$ cat config.mk
export PLATFORM = sky130hd
export DESIGN_NAME = spisc_top
export DESIGN_NICKNAME = d
export VERILOG_FILES = /design/src/common/spisc_pkg.sv /design/src/rtl/spisc_top.sv
export SDC_FILE = /design/constraint.sdc
export NUM_CORES = 1
export LEC_CHECK = 0
export BUFFER_PORTS_ARGS = -buffer_cell sky130_fd_sc_hd__buf_2
export CORE_MARGIN = 2
export CORE_UTILIZATION = 25
export DETAILED_ROUTE_END_ITERATION = 10
export SLEW_MARGIN = 0
export SYNTH_ARGS = -nofsm -noshare
export SYNTH_HDL_FRONTEND = slang
export SYNTH_SLANG_ARGS = --single-unit
$ cat constraint.sdc
create_clock -name I_REF_CLK -period 2.6 [get_ports I_REF_CLK]
set_input_delay 0 -clock I_REF_CLK [delete_from_list [all_inputs] [get_ports I_REF_CLK]]
set_output_delay 0 -clock I_REF_CLK [all_outputs]
set_load 0.1 [all_outputs]
$ cat src/common/spisc_pkg.sv
// Package for the serial port block: register offsets, field positions, reset values.
// Assumes a 32-bit APB slave, one aligned word per register.
package spisc_pkg;
   // ****************************************
   // Register map
   // ****************************************
   localparam logic [7:0] SPISC_OFS_I2C_CTRL = 8'hE8;   // i2c_control_status
   localparam logic [7:0] SPISC_OFS_SP_CTRL = 8'hF8;    // serial_periph_control
   localparam logic [7:0] SPISC_OFS_SP_DATA = 8'hF4;    // serial_periph_data
   localparam logic [7:0] SPISC_OFS_CFG = 8'hEC;        // alt_pin_route_select
   localparam logic [7:0] SPISC_OFS_SL_EVT = 8'hF0;     // i2c slave event inject
   localparam logic [7:0] SPISC_RST_I2C_CTRL = 8'h00;
   localparam logic [7:0] SPISC_RST_SP_CTRL = 8'h04;
   localparam logic [7:0] SPISC_RST_SP_DATA = 8'h00;
   // ****************************************
   // serial_periph_control fields
   // ****************************************
   localparam int SPISC_B_DONE = 7;
   localparam int SPISC_B_WCOL = 6;
   localparam int SPISC_B_EN = 5;
   localparam int SPISC_B_MSTR = 4;
   localparam int SPISC_B_CPOL = 3;
   localparam int SPISC_B_CPHA = 2;
   localparam int SPISC_B_RHI = 1;
   localparam int SPISC_B_RLO = 0;
   // ****************************************
   // i2c_control_status fields
   // ****************************************
   localparam int SPISC_B_MDO = 7;
   localparam int SPISC_B_MDE = 6;
   localparam int SPISC_B_MCO = 5;
   localparam int SPISC_B_MDI = 4;
   localparam int SPISC_B_ROLE = 3;
   localparam int SPISC_B_SIE = 7;
   localparam int SPISC_B_GC = 6;
   localparam int SPISC_B_IDH = 5;
   localparam int SPISC_B_IDL = 4;
   localparam logic [3:0] SPISC_BITS_PER_BYTE = 4'h8;
   localparam logic [1:0] SPISC_ID_START = 2'h0;
   localparam logic [1:0] SPISC_ID_RSTART = 2'h1;
   localparam logic [1:0] SPISC_ID_DATA = 2'h2;
   localparam logic [1:0] SPISC_ID_STOP = 2'h3;
   typedef enum logic [2:0] {
      SPISC_IDLE = 3'b001,
      SPISC_RUN = 3'b010,
      SPISC_DONE = 3'b100
   } spisc_state_t;
endpackage

$ cat src/rtl/spisc_top.sv
// Serial port block: byte SPI engine (master/slave) and I2C pin-control master/slave status.
// Assumes APB from the core clock; serial pins are asynchronous and pass two flops first.
//
// Functional notes
// - Master write to data starts eight clocks
// - Master bit rate from two select bits
// - Slave-select pin ignored in master mode
// - Master shifts MOSI, samples MISO each period
// - Eight clocks: set flag, latch received byte
// - Slave preloads byte, shifts on incoming clock
// - Slave end: eighth clock or select high
// - I2C shares MOSI and clock pins
// - I2C only when SPI off or rerouted
// - I2C hardware slave, software master
// - Bit 7 data level when enable set
// - Bit 6 selects data pin direction
// - Bit 5 drives clock pin level
// - Bit 4 latches data on clock rise
// - Bit 3 selects master or slave role
// - Stop interrupt only when bit 7 set
// - General call sets sticky bit 6
// - Bits 5:4 report interrupt source code
// - Polarity bit sets clock idle level
// - Slave mode rate bit 0 reads select
// - Data write transmits, read returns received
`timescale 1ns/1ps
module spisc_top (
   input wire logic I_REF_CLK,            // Core clock, 20 MHz
   input wire logic I_RST,                // Async reset, active high
   input wire logic I_PSEL,               // APB select
   input wire logic I_PENABLE,            // APB enable
   input wire logic I_PWRITE,             // APB direction
   input wire logic [7:0] I_PADDR,        // APB byte address
   input wire logic [31:0] I_PWDATA,      // APB write data
   output logic [31:0] O_PRDATA,          // APB read data
   output logic O_PREADY,                 // APB ready
   output logic O_PSLVERR,                // APB error, unmapped address
   input wire logic I_SCLK,               // Clock pin input level
   output logic O_SCLK,                   // Clock pin output level
   output logic O_SCLK_OE,                // Clock pin drive enable
   input wire logic I_MOSI,               // MOSI / I2C data pin input
   output logic O_MOSI,                   // MOSI / I2C data pin output
   output logic O_MOSI_OE,                // MOSI / I2C data drive enable
   input wire logic I_MISO,               // MISO pin input
   output logic O_MISO,                   // MISO pin output
   output logic O_MISO_OE,                // MISO drive enable
   input wire logic I_SS_N,               // Slave-select pin, active low
   output logic O_SPI_IRQ,                // Byte-done interrupt request
   output logic O_I2C_IRQ                 // I2C slave interrupt request
);
   import spisc_pkg::*;

   // ****************************************
   // Pin synchronisers
   // ****************************************
   logic [3:0] meta_q;
   logic [3:0] sync_q;
   always_ff @(posedge I_REF_CLK or posedge I_RST) begin
      if (I_RST) begin
         // Only the select line idles high; a high clock here would fake an edge
         meta_q <= 4'h8;
         sync_q <= 4'h8;
      end else begin
         meta_q <= {I_SS_N, I_MISO, I_MOSI, I_SCLK};
         sync_q <= meta_q;
      end
   end
   logic sck_s, mosi_s, miso_s, ss_n_s, sck_prev_q, ss_prev_q;
   assign sck_s = sync_q[0];
   assign mosi_s = sync_q[1];
   assign miso_s = sync_q[2];
   assign ss_n_s = sync_q[3];
   always_ff @(posedge I_REF_CLK or posedge I_RST) begin
      if (I_RST) begin
         sck_prev_q <= 1'b0;
         ss_prev_q <= 1'b1;
      end else begin
         sck_prev_q <= sck_s;
         ss_prev_q <= ss_n_s;
      end
   end

   // ****************************************
   // APB decode
   // ****************************************
   logic [7:0] sp_ctrl_q, sp_data_q, i2c_q, tx_hold_q;
   logic alt_route_q;
   logic wr, rd, mapped;
   assign wr = I_PSEL & I_PENABLE & I_PWRITE;
   assign rd = I_PSEL & I_PENABLE & ~I_PWRITE;
   assign mapped = (I_PADDR == SPISC_OFS_I2C_CTRL) || (I_PADDR == SPISC_OFS_SP_CTRL)
      || (I_PADDR == SPISC_OFS_SP_DATA) || (I_PADDR == SPISC_OFS_CFG)
      || (I_PADDR == SPISC_OFS_SL_EVT);
   logic wr_data, wr_ctrl, wr_i2c, wr_evt;
   assign wr_data = wr && I_PADDR == SPISC_OFS_SP_DATA;
   assign wr_ctrl = wr && I_PADDR == SPISC_OFS_SP_CTRL;
   assign wr_i2c = wr && I_PADDR == SPISC_OFS_I2C_CTRL;
   assign wr_evt = wr && I_PADDR == SPISC_OFS_SL_EVT;

   logic spi_en, spi_mstr, cpol, cpha, i2c_ok, i2c_master;
   assign spi_en = sp_ctrl_q[SPISC_B_EN];
   assign spi_mstr = sp_ctrl_q[SPISC_B_MSTR];
   assign cpol = sp_ctrl_q[SPISC_B_CPOL];
   assign cpha = sp_ctrl_q[SPISC_B_CPHA];
   assign i2c_ok = ~spi_en | alt_route_q;
   assign i2c_master = i2c_q[SPISC_B_ROLE];

   // ****************************************
   // SPI engine
   // ****************************************
   spisc_state_t st_q;
   logic [7:0] shift_q;
   logic [3:0] bits_q;
   logic [3:0] div_q;
   logic sck_q, done_evt, last_q;
   logic [2:0] samp_pipe_q;
   logic [7:0] rx_sh_q;
   logic mst_samp;
   logic [3:0] half_lim;
   always_comb begin
      unique case ({sp_ctrl_q[SPISC_B_RHI], sp_ctrl_q[SPISC_B_RLO]})
         2'b00: half_lim = 4'h0;
         2'b01: half_lim = 4'h1;
         2'b10: half_lim = 4'h3;
         2'b11: half_lim = 4'h7;
      endcase
   end
   logic lead_edge, trail_edge, tick;
   assign tick = div_q == half_lim;
   // Slave edges taken from synchronised pin, polarity adjusted
   logic s_rise, s_fall;
   assign s_rise = sck_s & ~sck_prev_q;
   assign s_fall = ~sck_s & sck_prev_q;
   assign lead_edge = cpol ? s_fall : s_rise;
   assign trail_edge = cpol ? s_rise : s_fall;
   logic slave_act;
   logic slv_done;
   assign slave_act = spi_en & ~spi_mstr & ~ss_n_s;
   logic s_samp, s_shift;
   assign s_samp = slave_act & (cpha ? trail_edge : lead_edge);
   assign s_shift = slave_act & (cpha ? lead_edge : trail_edge);

   always_ff @(posedge I_REF_CLK or posedge I_RST) begin
      if (I_RST) begin
         st_q <= SPISC_IDLE;
         shift_q <= 8'h00;
         bits_q <= 4'h0;
         div_q <= 4'h0;
         sck_q <= 1'b0;
         last_q <= 1'b0;
      end else begin
         unique case (st_q)
            SPISC_IDLE: begin
               div_q <= 4'h0;
               sck_q <= 1'b0;
               if (wr_data && spi_en && spi_mstr) begin
                  shift_q <= I_PWDATA[7:0];
                  bits_q <= 4'h0;
                  st_q <= SPISC_RUN;
               end else if (wr_data && spi_en) begin
                  shift_q <= I_PWDATA[7:0];
                  bits_q <= 4'h0;
               end else if (s_samp) begin
                  bits_q <= bits_q + 4'h1;
               end else if (s_shift && (!cpha || bits_q != 4'h0)) begin
                  shift_q <= {shift_q[6:0], 1'b0};
               end
               if ((!ss_n_s && ss_prev_q && !spi_mstr) || (cpha && slv_done)) begin
                  bits_q <= 4'h0;
               end
            end
            SPISC_RUN: begin
               div_q <= (tick || last_q) ? 4'h0 : div_q + 4'h1;
               if (tick && !last_q) begin
                  sck_q <= ~sck_q;
                  if (sck_q) begin
                     bits_q <= bits_q + 4'h1;
                     if (bits_q == SPISC_BITS_PER_BYTE - 4'h1) last_q <= 1'b1;
                  end
                  if (!cpha && sck_q) shift_q <= {shift_q[6:0], 1'b0};
                  if (cpha && !sck_q && bits_q != 4'h0) shift_q <= {shift_q[6:0], 1'b0};
               end
               // Wait for the delayed MISO samples to drain before finishing
               if (last_q && samp_pipe_q == 3'h0) begin
                  last_q <= 1'b0;
                  st_q <= SPISC_DONE;
               end
            end
            SPISC_DONE: begin
               sck_q <= 1'b0;
               st_q <= SPISC_IDLE;
            end
            default: st_q <= SPISC_IDLE;
         endcase
      end
   end
   // MISO sampling delayed to cover pin synchroniser and output register latency
   assign mst_samp = (st_q == SPISC_RUN) && tick && !last_q && (sck_q == cpha);
   always_ff @(posedge I_REF_CLK or posedge I_RST) begin
      if (I_RST) begin
         samp_pipe_q <= 3'h0;
         rx_sh_q <= 8'h00;
      end else begin
         samp_pipe_q <= {samp_pipe_q[1:0], mst_samp};
         if (samp_pipe_q[2]) begin
            rx_sh_q <= {rx_sh_q[6:0], miso_s};
         end else if (s_samp && st_q == SPISC_IDLE) begin
            rx_sh_q <= {rx_sh_q[6:0], mosi_s};
         end
      end
   end
   // Slave completion: eighth clock with CPHA=1, select rising with CPHA=0
   assign slv_done = spi_en & ~spi_mstr & (st_q == SPISC_IDLE) &
      (cpha ? (s_samp && bits_q == SPISC_BITS_PER_BYTE - 4'h1)
            : (ss_n_s && !ss_prev_q && bits_q == SPISC_BITS_PER_BYTE));
   assign done_evt = (st_q == SPISC_DONE) | slv_done;

   // ****************************************
   // Registers
   // ****************************************
   always_ff @(posedge I_REF_CLK or posedge I_RST) begin
      if (I_RST) begin
         sp_ctrl_q <= SPISC_RST_SP_CTRL;
         sp_data_q <= SPISC_RST_SP_DATA;
         alt_route_q <= 1'b0;
      end else begin
         if (wr_ctrl) sp_ctrl_q[6:0] <= I_PWDATA[6:0];
         if (done_evt) sp_ctrl_q[SPISC_B_DONE] <= 1'b1;   // set wins
         else if (wr_ctrl) sp_ctrl_q[SPISC_B_DONE] <= I_PWDATA[SPISC_B_DONE];
         if (done_evt) begin
            sp_data_q <= (slv_done && cpha) ? {rx_sh_q[6:0], mosi_s} : rx_sh_q;
         end
         if (wr && I_PADDR == SPISC_OFS_CFG) alt_route_q <= I_PWDATA[0];
      end
   end

   // ****************************************
   // I2C control/status
   // ****************************************
   logic mdi_q, gc_q, sie_q;
   logic [1:0] id_q;
   logic i2c_irq_q;
   always_ff @(posedge I_REF_CLK or posedge I_RST) begin
      if (I_RST) begin
         i2c_q <= SPISC_RST_I2C_CTRL;
         mdi_q <= 1'b0;
         gc_q <= 1'b0;
         id_q <= SPISC_ID_START;
         sie_q <= 1'b0;
         i2c_irq_q <= 1'b0;
      end else begin
         if (wr_i2c) i2c_q[7:3] <= I_PWDATA[7:3];
         if (wr_i2c && !I_PWDATA[SPISC_B_ROLE]) sie_q <= I_PWDATA[SPISC_B_SIE];
         if (i2c_ok && i2c_master && !i2c_q[SPISC_B_MDE] && s_rise) begin
            mdi_q <= mosi_s;
         end
         // Slave event from the slave engine (inject register): code in 1:0, gc in 2
         if (i2c_ok && !i2c_master && wr_evt && I_PWDATA[2]) gc_q <= 1'b1;
         else if (wr_i2c && !I_PWDATA[SPISC_B_GC]) gc_q <= 1'b0;
         i2c_irq_q <= 1'b0;
         if (i2c_ok && !i2c_master && wr_evt) begin
            id_q <= I_PWDATA[1:0];
            i2c_irq_q <= (I_PWDATA[1:0] != SPISC_ID_STOP) | sie_q;
         end
      end
   end

   // ****************************************
   // Pin drive and outputs
   // ****************************************
   always_ff @(posedge I_REF_CLK or posedge I_RST) begin
      if (I_RST) begin
         O_SCLK <= 1'b0;
         O_SCLK_OE <= 1'b0;
         O_MOSI <= 1'b0;
         O_MOSI_OE <= 1'b0;
         O_MISO <= 1'b0;
         O_MISO_OE <= 1'b0;
         O_SPI_IRQ <= 1'b0;
         O_I2C_IRQ <= 1'b0;
      end else begin
         if (spi_en && spi_mstr && !alt_route_q) begin
            O_SCLK <= sck_q ^ cpol;
            O_SCLK_OE <= 1'b1;
            O_MOSI <= shift_q[7];
            O_MOSI_OE <= 1'b1;
         end else if (i2c_ok && i2c_master) begin
            O_SCLK <= i2c_q[SPISC_B_MCO];
            O_SCLK_OE <= 1'b1;
            O_MOSI <= i2c_q[SPISC_B_MDO];
            O_MOSI_OE <= i2c_q[SPISC_B_MDE];
         end else begin
            O_SCLK <= 1'b0;
            O_SCLK_OE <= 1'b0;
            O_MOSI <= 1'b0;
            O_MOSI_OE <= 1'b0;
         end
         O_MISO <= shift_q[7];
         O_MISO_OE <= slave_act;
         O_SPI_IRQ <= sp_ctrl_q[SPISC_B_DONE];
         O_I2C_IRQ <= i2c_irq_q;
      end
   end

   // ****************************************
   // APB read path
   // ****************************************
   logic [7:0] rd_mux;
   always_comb begin
      rd_mux = 8'h00;
      unique case (I_PADDR)
         SPISC_OFS_SP_CTRL: begin
            rd_mux = sp_ctrl_q;
            if (!spi_mstr) rd_mux[SPISC_B_RLO] = ss_n_s;
         end
         SPISC_OFS_SP_DATA: rd_mux = sp_data_q;
         SPISC_OFS_CFG: rd_mux = {7'h00, alt_route_q};
         SPISC_OFS_I2C_CTRL: begin
            if (i2c_master) rd_mux = {i2c_q[7:5], mdi_q, 1'b1, 3'h0};
            else rd_mux = {sie_q, gc_q, id_q, 1'b0, 3'h0};
         end
         default: rd_mux = 8'h00;
      endcase
   end
   always_ff @(posedge I_REF_CLK or posedge I_RST) begin
      if (I_RST) begin
         O_PRDATA <= 32'h0000_0000;
         O_PREADY <= 1'b0;
         O_PSLVERR <= 1'b0;
      end else begin
         O_PREADY <= I_PSEL & ~I_PENABLE;
         O_PSLVERR <= I_PSEL & ~I_PENABLE & ~mapped;
         O_PRDATA <= (I_PSEL & ~I_PENABLE & ~I_PWRITE) ? {24'h000000, rd_mux} : O_PRDATA;
      end
   end
   logic unused_rd;
   assign unused_rd = rd;

   // ****************************************
   // Checks
   // ****************************************
   chk_master_done_flag: assert property (@(posedge I_REF_CLK) disable iff (I_RST)
      st_q == SPISC_DONE |=> sp_ctrl_q[SPISC_B_DONE]) else $error("done flag not set");
   chk_master_burst_start: assert property (@(posedge I_REF_CLK) disable iff (I_RST)
      (st_q == SPISC_IDLE && wr_data && spi_en && spi_mstr) |=> st_q == SPISC_RUN)
      else $error("burst did not start");
   chk_burst_bounded: assert property (@(posedge I_REF_CLK) disable iff (I_RST)
      $rose(st_q == SPISC_RUN) |-> ##[16:256] st_q == SPISC_DONE)
      else $error("burst length wrong");
   chk_i2c_clock_level: assert property (@(posedge I_REF_CLK) disable iff (I_RST)
      (i2c_ok && i2c_master && !(spi_en && spi_mstr)) |=> O_SCLK == $past(i2c_q[5]))
      else $error("clock pin level wrong");
   chk_i2c_data_dir: assert property (@(posedge I_REF_CLK) disable iff (I_RST)
      (i2c_ok && i2c_master && !spi_en) |=> O_MOSI_OE == $past(i2c_q[6]))
      else $error("data direction wrong");
   chk_gc_sticky: assert property (@(posedge I_REF_CLK) disable iff (I_RST)
      (gc_q && !wr_i2c) |=> gc_q) else $error("general call lost");
   chk_stop_masked: assert property (@(posedge I_REF_CLK) disable iff (I_RST)
      (wr_evt && I_PWDATA[1:0] == SPISC_ID_STOP && !sie_q) |=> !i2c_irq_q)
      else $error("stop irq while disabled");
   chk_idle_polarity: assert property (@(posedge I_REF_CLK) disable iff (I_RST)
      (st_q == SPISC_IDLE && spi_en && spi_mstr && !alt_route_q) ##1 st_q == SPISC_IDLE
      |-> O_SCLK == $past(cpol)) else $error("idle level wrong");
   chk_master_no_select: assert property (@(posedge I_REF_CLK) disable iff (I_RST)
      (spi_en && spi_mstr) |=> !O_MISO_OE) else $error("select used in master mode");
   chk_i2c_pins_gated: assert property (@(posedge I_REF_CLK) disable iff (I_RST)
      (spi_en && !spi_mstr && !alt_route_q) |=> !O_SCLK_OE) else $error("shared pins driven");
   chk_rx_sample_count: assert property (@(posedge I_REF_CLK) disable iff (I_RST)
      $rose(st_q == SPISC_DONE) |-> $past(bits_q) == SPISC_BITS_PER_BYTE)
      else $error("receive count wrong");
endmodule

==> flow_metrics.py <==
metrics = {
    "worst_setup_path": {
        "crit_path_end_kind": "flop",
        "arrival_ns": 2.58,
        "cpPeakStageDelay_ns": 0.40,
        "worstSetupStartpointType": "flop",
        "crit_fanout": 8,
        "worstPathRequired_ns": 2.83,
        "critPathTopFamily": "compound AO/OA/AOI/OAI gates",
        "crit_type": "reg2reg",
        "cp_slowest_cell": "dfrtp_1",
        "critical_path.cell_chain": "inv_1 > ha_1 > or3b_4 > a311oi_1 > a2111oi_2 > a211oi_4 > buf_12 > mux2_2",
        "path_buf_inv": 2,
    },
    "yosys": {
        "synth_simple_gate_area_frac": 0.1427,
        "ys_seq_area_frac": 0.5042,
        "ys_async_sr_fraction": 1.000,
        "synth-main-ff-cell": "dfrtp_1",
        "synth_area_leaders": "dfrtp_1, mux2_2, buf_4, dfstp_2, a22o_1",
        "yosys.area.top_type": "dfrtp_1",
        "synth-compound-area-share": 0.1439,
        "synth_cells": 380,
        "synthAdderAreaFrac": 0.01445,
        "syn-cell-area_sq_mm": 0.004330,
        "ys_warn_count": 0,
        "yosys-top-cells-count": "dfrtp_1, mux2_2, nand2_1, buf_4, o21ai_0",
        "synth.area.mux_share": 0.1118,
        "avgSynthCellArea_sq_um": 11.40,
        "yosysMostFrequentCell": "dfrtp_1",
        "synth_edf_count": 0,
        "synth_xor_area_frac": 0.01214,
        "synth.top_cell.area_share": 0.4739,
        "synth_top_family_by_area": "compound AO/OA/AOI/OAI gates",
        "synth_cell_types": 67,
        "ys_ff_latch": 87,
    },
    "hold_path": {
        "hold_path_class": "in2reg",
    },
    "power": {
        "power.density_mw_per_mm2": 607.0,
        "peakVddDrop_mv": 0.4171,
        "p_leak_nw": 2.445,
        "p_int_mw": 2.293,
        "sw_frac_of_total": 0.2787,
        "pwr-share-comb": 0.132,
        "clkPwrFrac": 0.417,
        "net-switching-power_mw": 0.8861,
        "p_seq_frac": 0.451,
    },
    "global_routing": {
        "grt_use_total": 0.1141,
        "grt_remaining_overflow": 0,
        "grt_pass1_wl_um": 16590,
        "grt_pass1_vias": 3086,
        "grt_antenna_before_repair": 0,
        "grt_max_degree": 48,
    },
    "cts": {
        "clk_pin_slew_ns": 0.07,
        "clock-root-buffer": "clkbuf_16",
        "cts_tree": "yes",
        "ctsLongestPathBuffers": 2,
        "cts_max_level": 3,
        "cts-buffers-inserted": 9,
        "cts_num_sinks": 87,
        "clk_latency_ns": 0.34,
    },
    "route": {
        "vias_per_cell": 4.606,
        "drc": 0,
        "post_drt_wl_per_cell_um": 14.97,
        "drtIter0Drc": 157,
        "first_pass_iters": 4,
        "met3WireLength_um": 366,
        "met1_length_um": 4879,
        "drtAntennaViolNets": 0,
        "routed_wl_um": 10100,
        "vias": 3109,
        "top_layer": "met4",
        "met2_length_um": 4722,
    },
    "sta": {
        "final-setup-viol-count": 0,
        "skew_ns": 0.007479,
        "fin_ws_ns": 0.2525,
        "fmax_mhz": 426.0,
        "hold_violations": 0,
        "tns_ns": 0,
        "drv_slew": 0,
        "post-route-min-period_ns": 2.348,
        "rsz0062_at_grt": "no",
        "tightest_slew_ns": 0.9340,
        "fin_crit_sh": 0.9029,
        "slew-limit-headroom": 0.3732,
    },
    "placed_design": {
        "dp_hpwl_um": 7422,
        "globalplace.congestion": 0.8109,
        "place_ws_ns": 0.1142,
        "port_buffers": 42,
        "placed_cell_area_sq_mm": 0.004751,
    },
    "finish": {
        "synthToLayoutAreaGrowth_pct": 20.95,
        "n_antenna_cell": 0,
        "drive_gt1_frac": 0.2756,
        "nNetsFinal": 499,
        "n_fill_cell": 1750,
        "fin_area_sq_mm": 0.005238,
        "finalCoreUtilization": 0.3060,
    },
    "run_status": {
        "status": "finished, final reports clean",
    },
    "die": {
        "num_rows": 48,
        "die-area_sq_mm": 0.01839,
        "die_x_um": 135.6,
        "fp.coreArea_sq_mm": 0.01712,
        "start_util": 0.2530,
        "die_y_um": 135.6,
        "pin_count": 91,
    },
    "flow_run": {
        "drv_cap": 0,
    },
}
-- cell families after synthesis --
| group | count (synthesis) |
|---|---|
| and+or+nand+nor | 104 |
| other | 1 |
| AOI/OAI and AO/OA | 81 |
| xor gates and xnor gates | 6 |
| adders and majority gates | 5 |
| muxes | 44 |
| buffers and inverters | 52 |
| DFF | 87 |
-- sequential cells by signal, indices dropped and copies added (netlist names), 4 cells and up --
register	cells
O_PRDATA	8
sync_q	4
meta_q	4
sp_data_q	8
rx_sh_q	8
bits_q	4
sp_ctrl_q	8
shift_q	8
div_q	4
-- power groups by stage --
stage | Clock (mW) | Combinational (mW) | Sequential (mW)
after floorplan | 0 | 0.349 | 1.46
after global placement | 0 | 0.398 | 1.46
after detailed placement | 0 | 0.404 | 1.46
after CTS | 1.35 | 0.423 | 1.43
after global routing | 1.41 | 0.455 | 1.44
final | 1.33 | 0.420 | 1.43
-- layout by cell type (no fill, tap or decap), types with 6 or more instances in the layout --
master	instances
nor2_1	10
inv_1	12
nand2_1	27
buf_2	42
o21ai_0	19
nor3_1	6
a22o_1	12
conb_1	24
mux2i_1	9
nand3_1	9
buf_4	10
mux2_2	35
clkbuf_16	9
a21o_1	9
dlygate4sd3_1	16
dfrtp_1	82
nand2b_1	9
-- worst reg2reg max path, stage by stage, from the launching register on --
cell       delay (ns)
dfrtp_1          0.40
inv_1            0.10
ha_1             0.17
or3b_4           0.39
a311oi_1         0.34
a2111oi_2        0.11
a211oi_4         0.22
buf_12           0.17
mux2_2           0.33
-- routing by layer --
metal	vias up	global-route usage
met5	-	0
met4	0	0.03704
met3	9	0.02058
met2	79	0.1779
met1	1553	0.1601
li1	1468	-
-- cell type report --
class                      instances  area, sq um  share of cell area
clock buffer                      11        242.7             0.04635
clock inverter                     5        63.81             0.01218
inverter                          13        50.05            0.009556
multi-input combinational        264         1931              0.3686
sequential                        87         2183              0.4169
tap                              225        281.5             0.05375
timing repair buffer              70        485.5             0.09269
-- final timing paths --
kind,start,endpoint,slack [ns],cells past startpoint
max in group asynchronous,I_RST,meta_q[3]$_DFF_PP1_,1.52,4
max reg2reg,bits_q[0]$_DFFE_PP0P_,shift_q[5]$_DFFE_PP0P_,0.25,8
min reg2reg,i2c_irq_q$_DFF_PP0_,O_I2C_IRQ$_DFF_PP0_,0.35,0
min,I_PSEL,O_PSLVERR$_DFF_PP0_,0.06,3
min in group asynchronous,I_RST,O_SPI_IRQ$_DFF_PP0_,0.34,3
max,bits_q[0]$_DFFE_PP0P_,shift_q[5]$_DFFE_PP0P_,0.25,8
-- stage by stage --
step	power, mW	hold WS [ns]	cells
finish	3.179	0.05844	675
global route	3.307	0.06843	675
CTS	3.205	0.04540	674
detailed placement	1.862	0.1062	642
global placement	1.855	0.1084	642
floorplan	1.810	0.004478	403
-- repair_timing --
item,4_1_cts,5_1_grt
endpoints found under the hold margin,71,0
setup buffers,0,1
resized for setup,0,0
setup endpoints to repair,0,7
hold buffers,16,0
No activity file was read; power rests on OpenSTA's default activity.
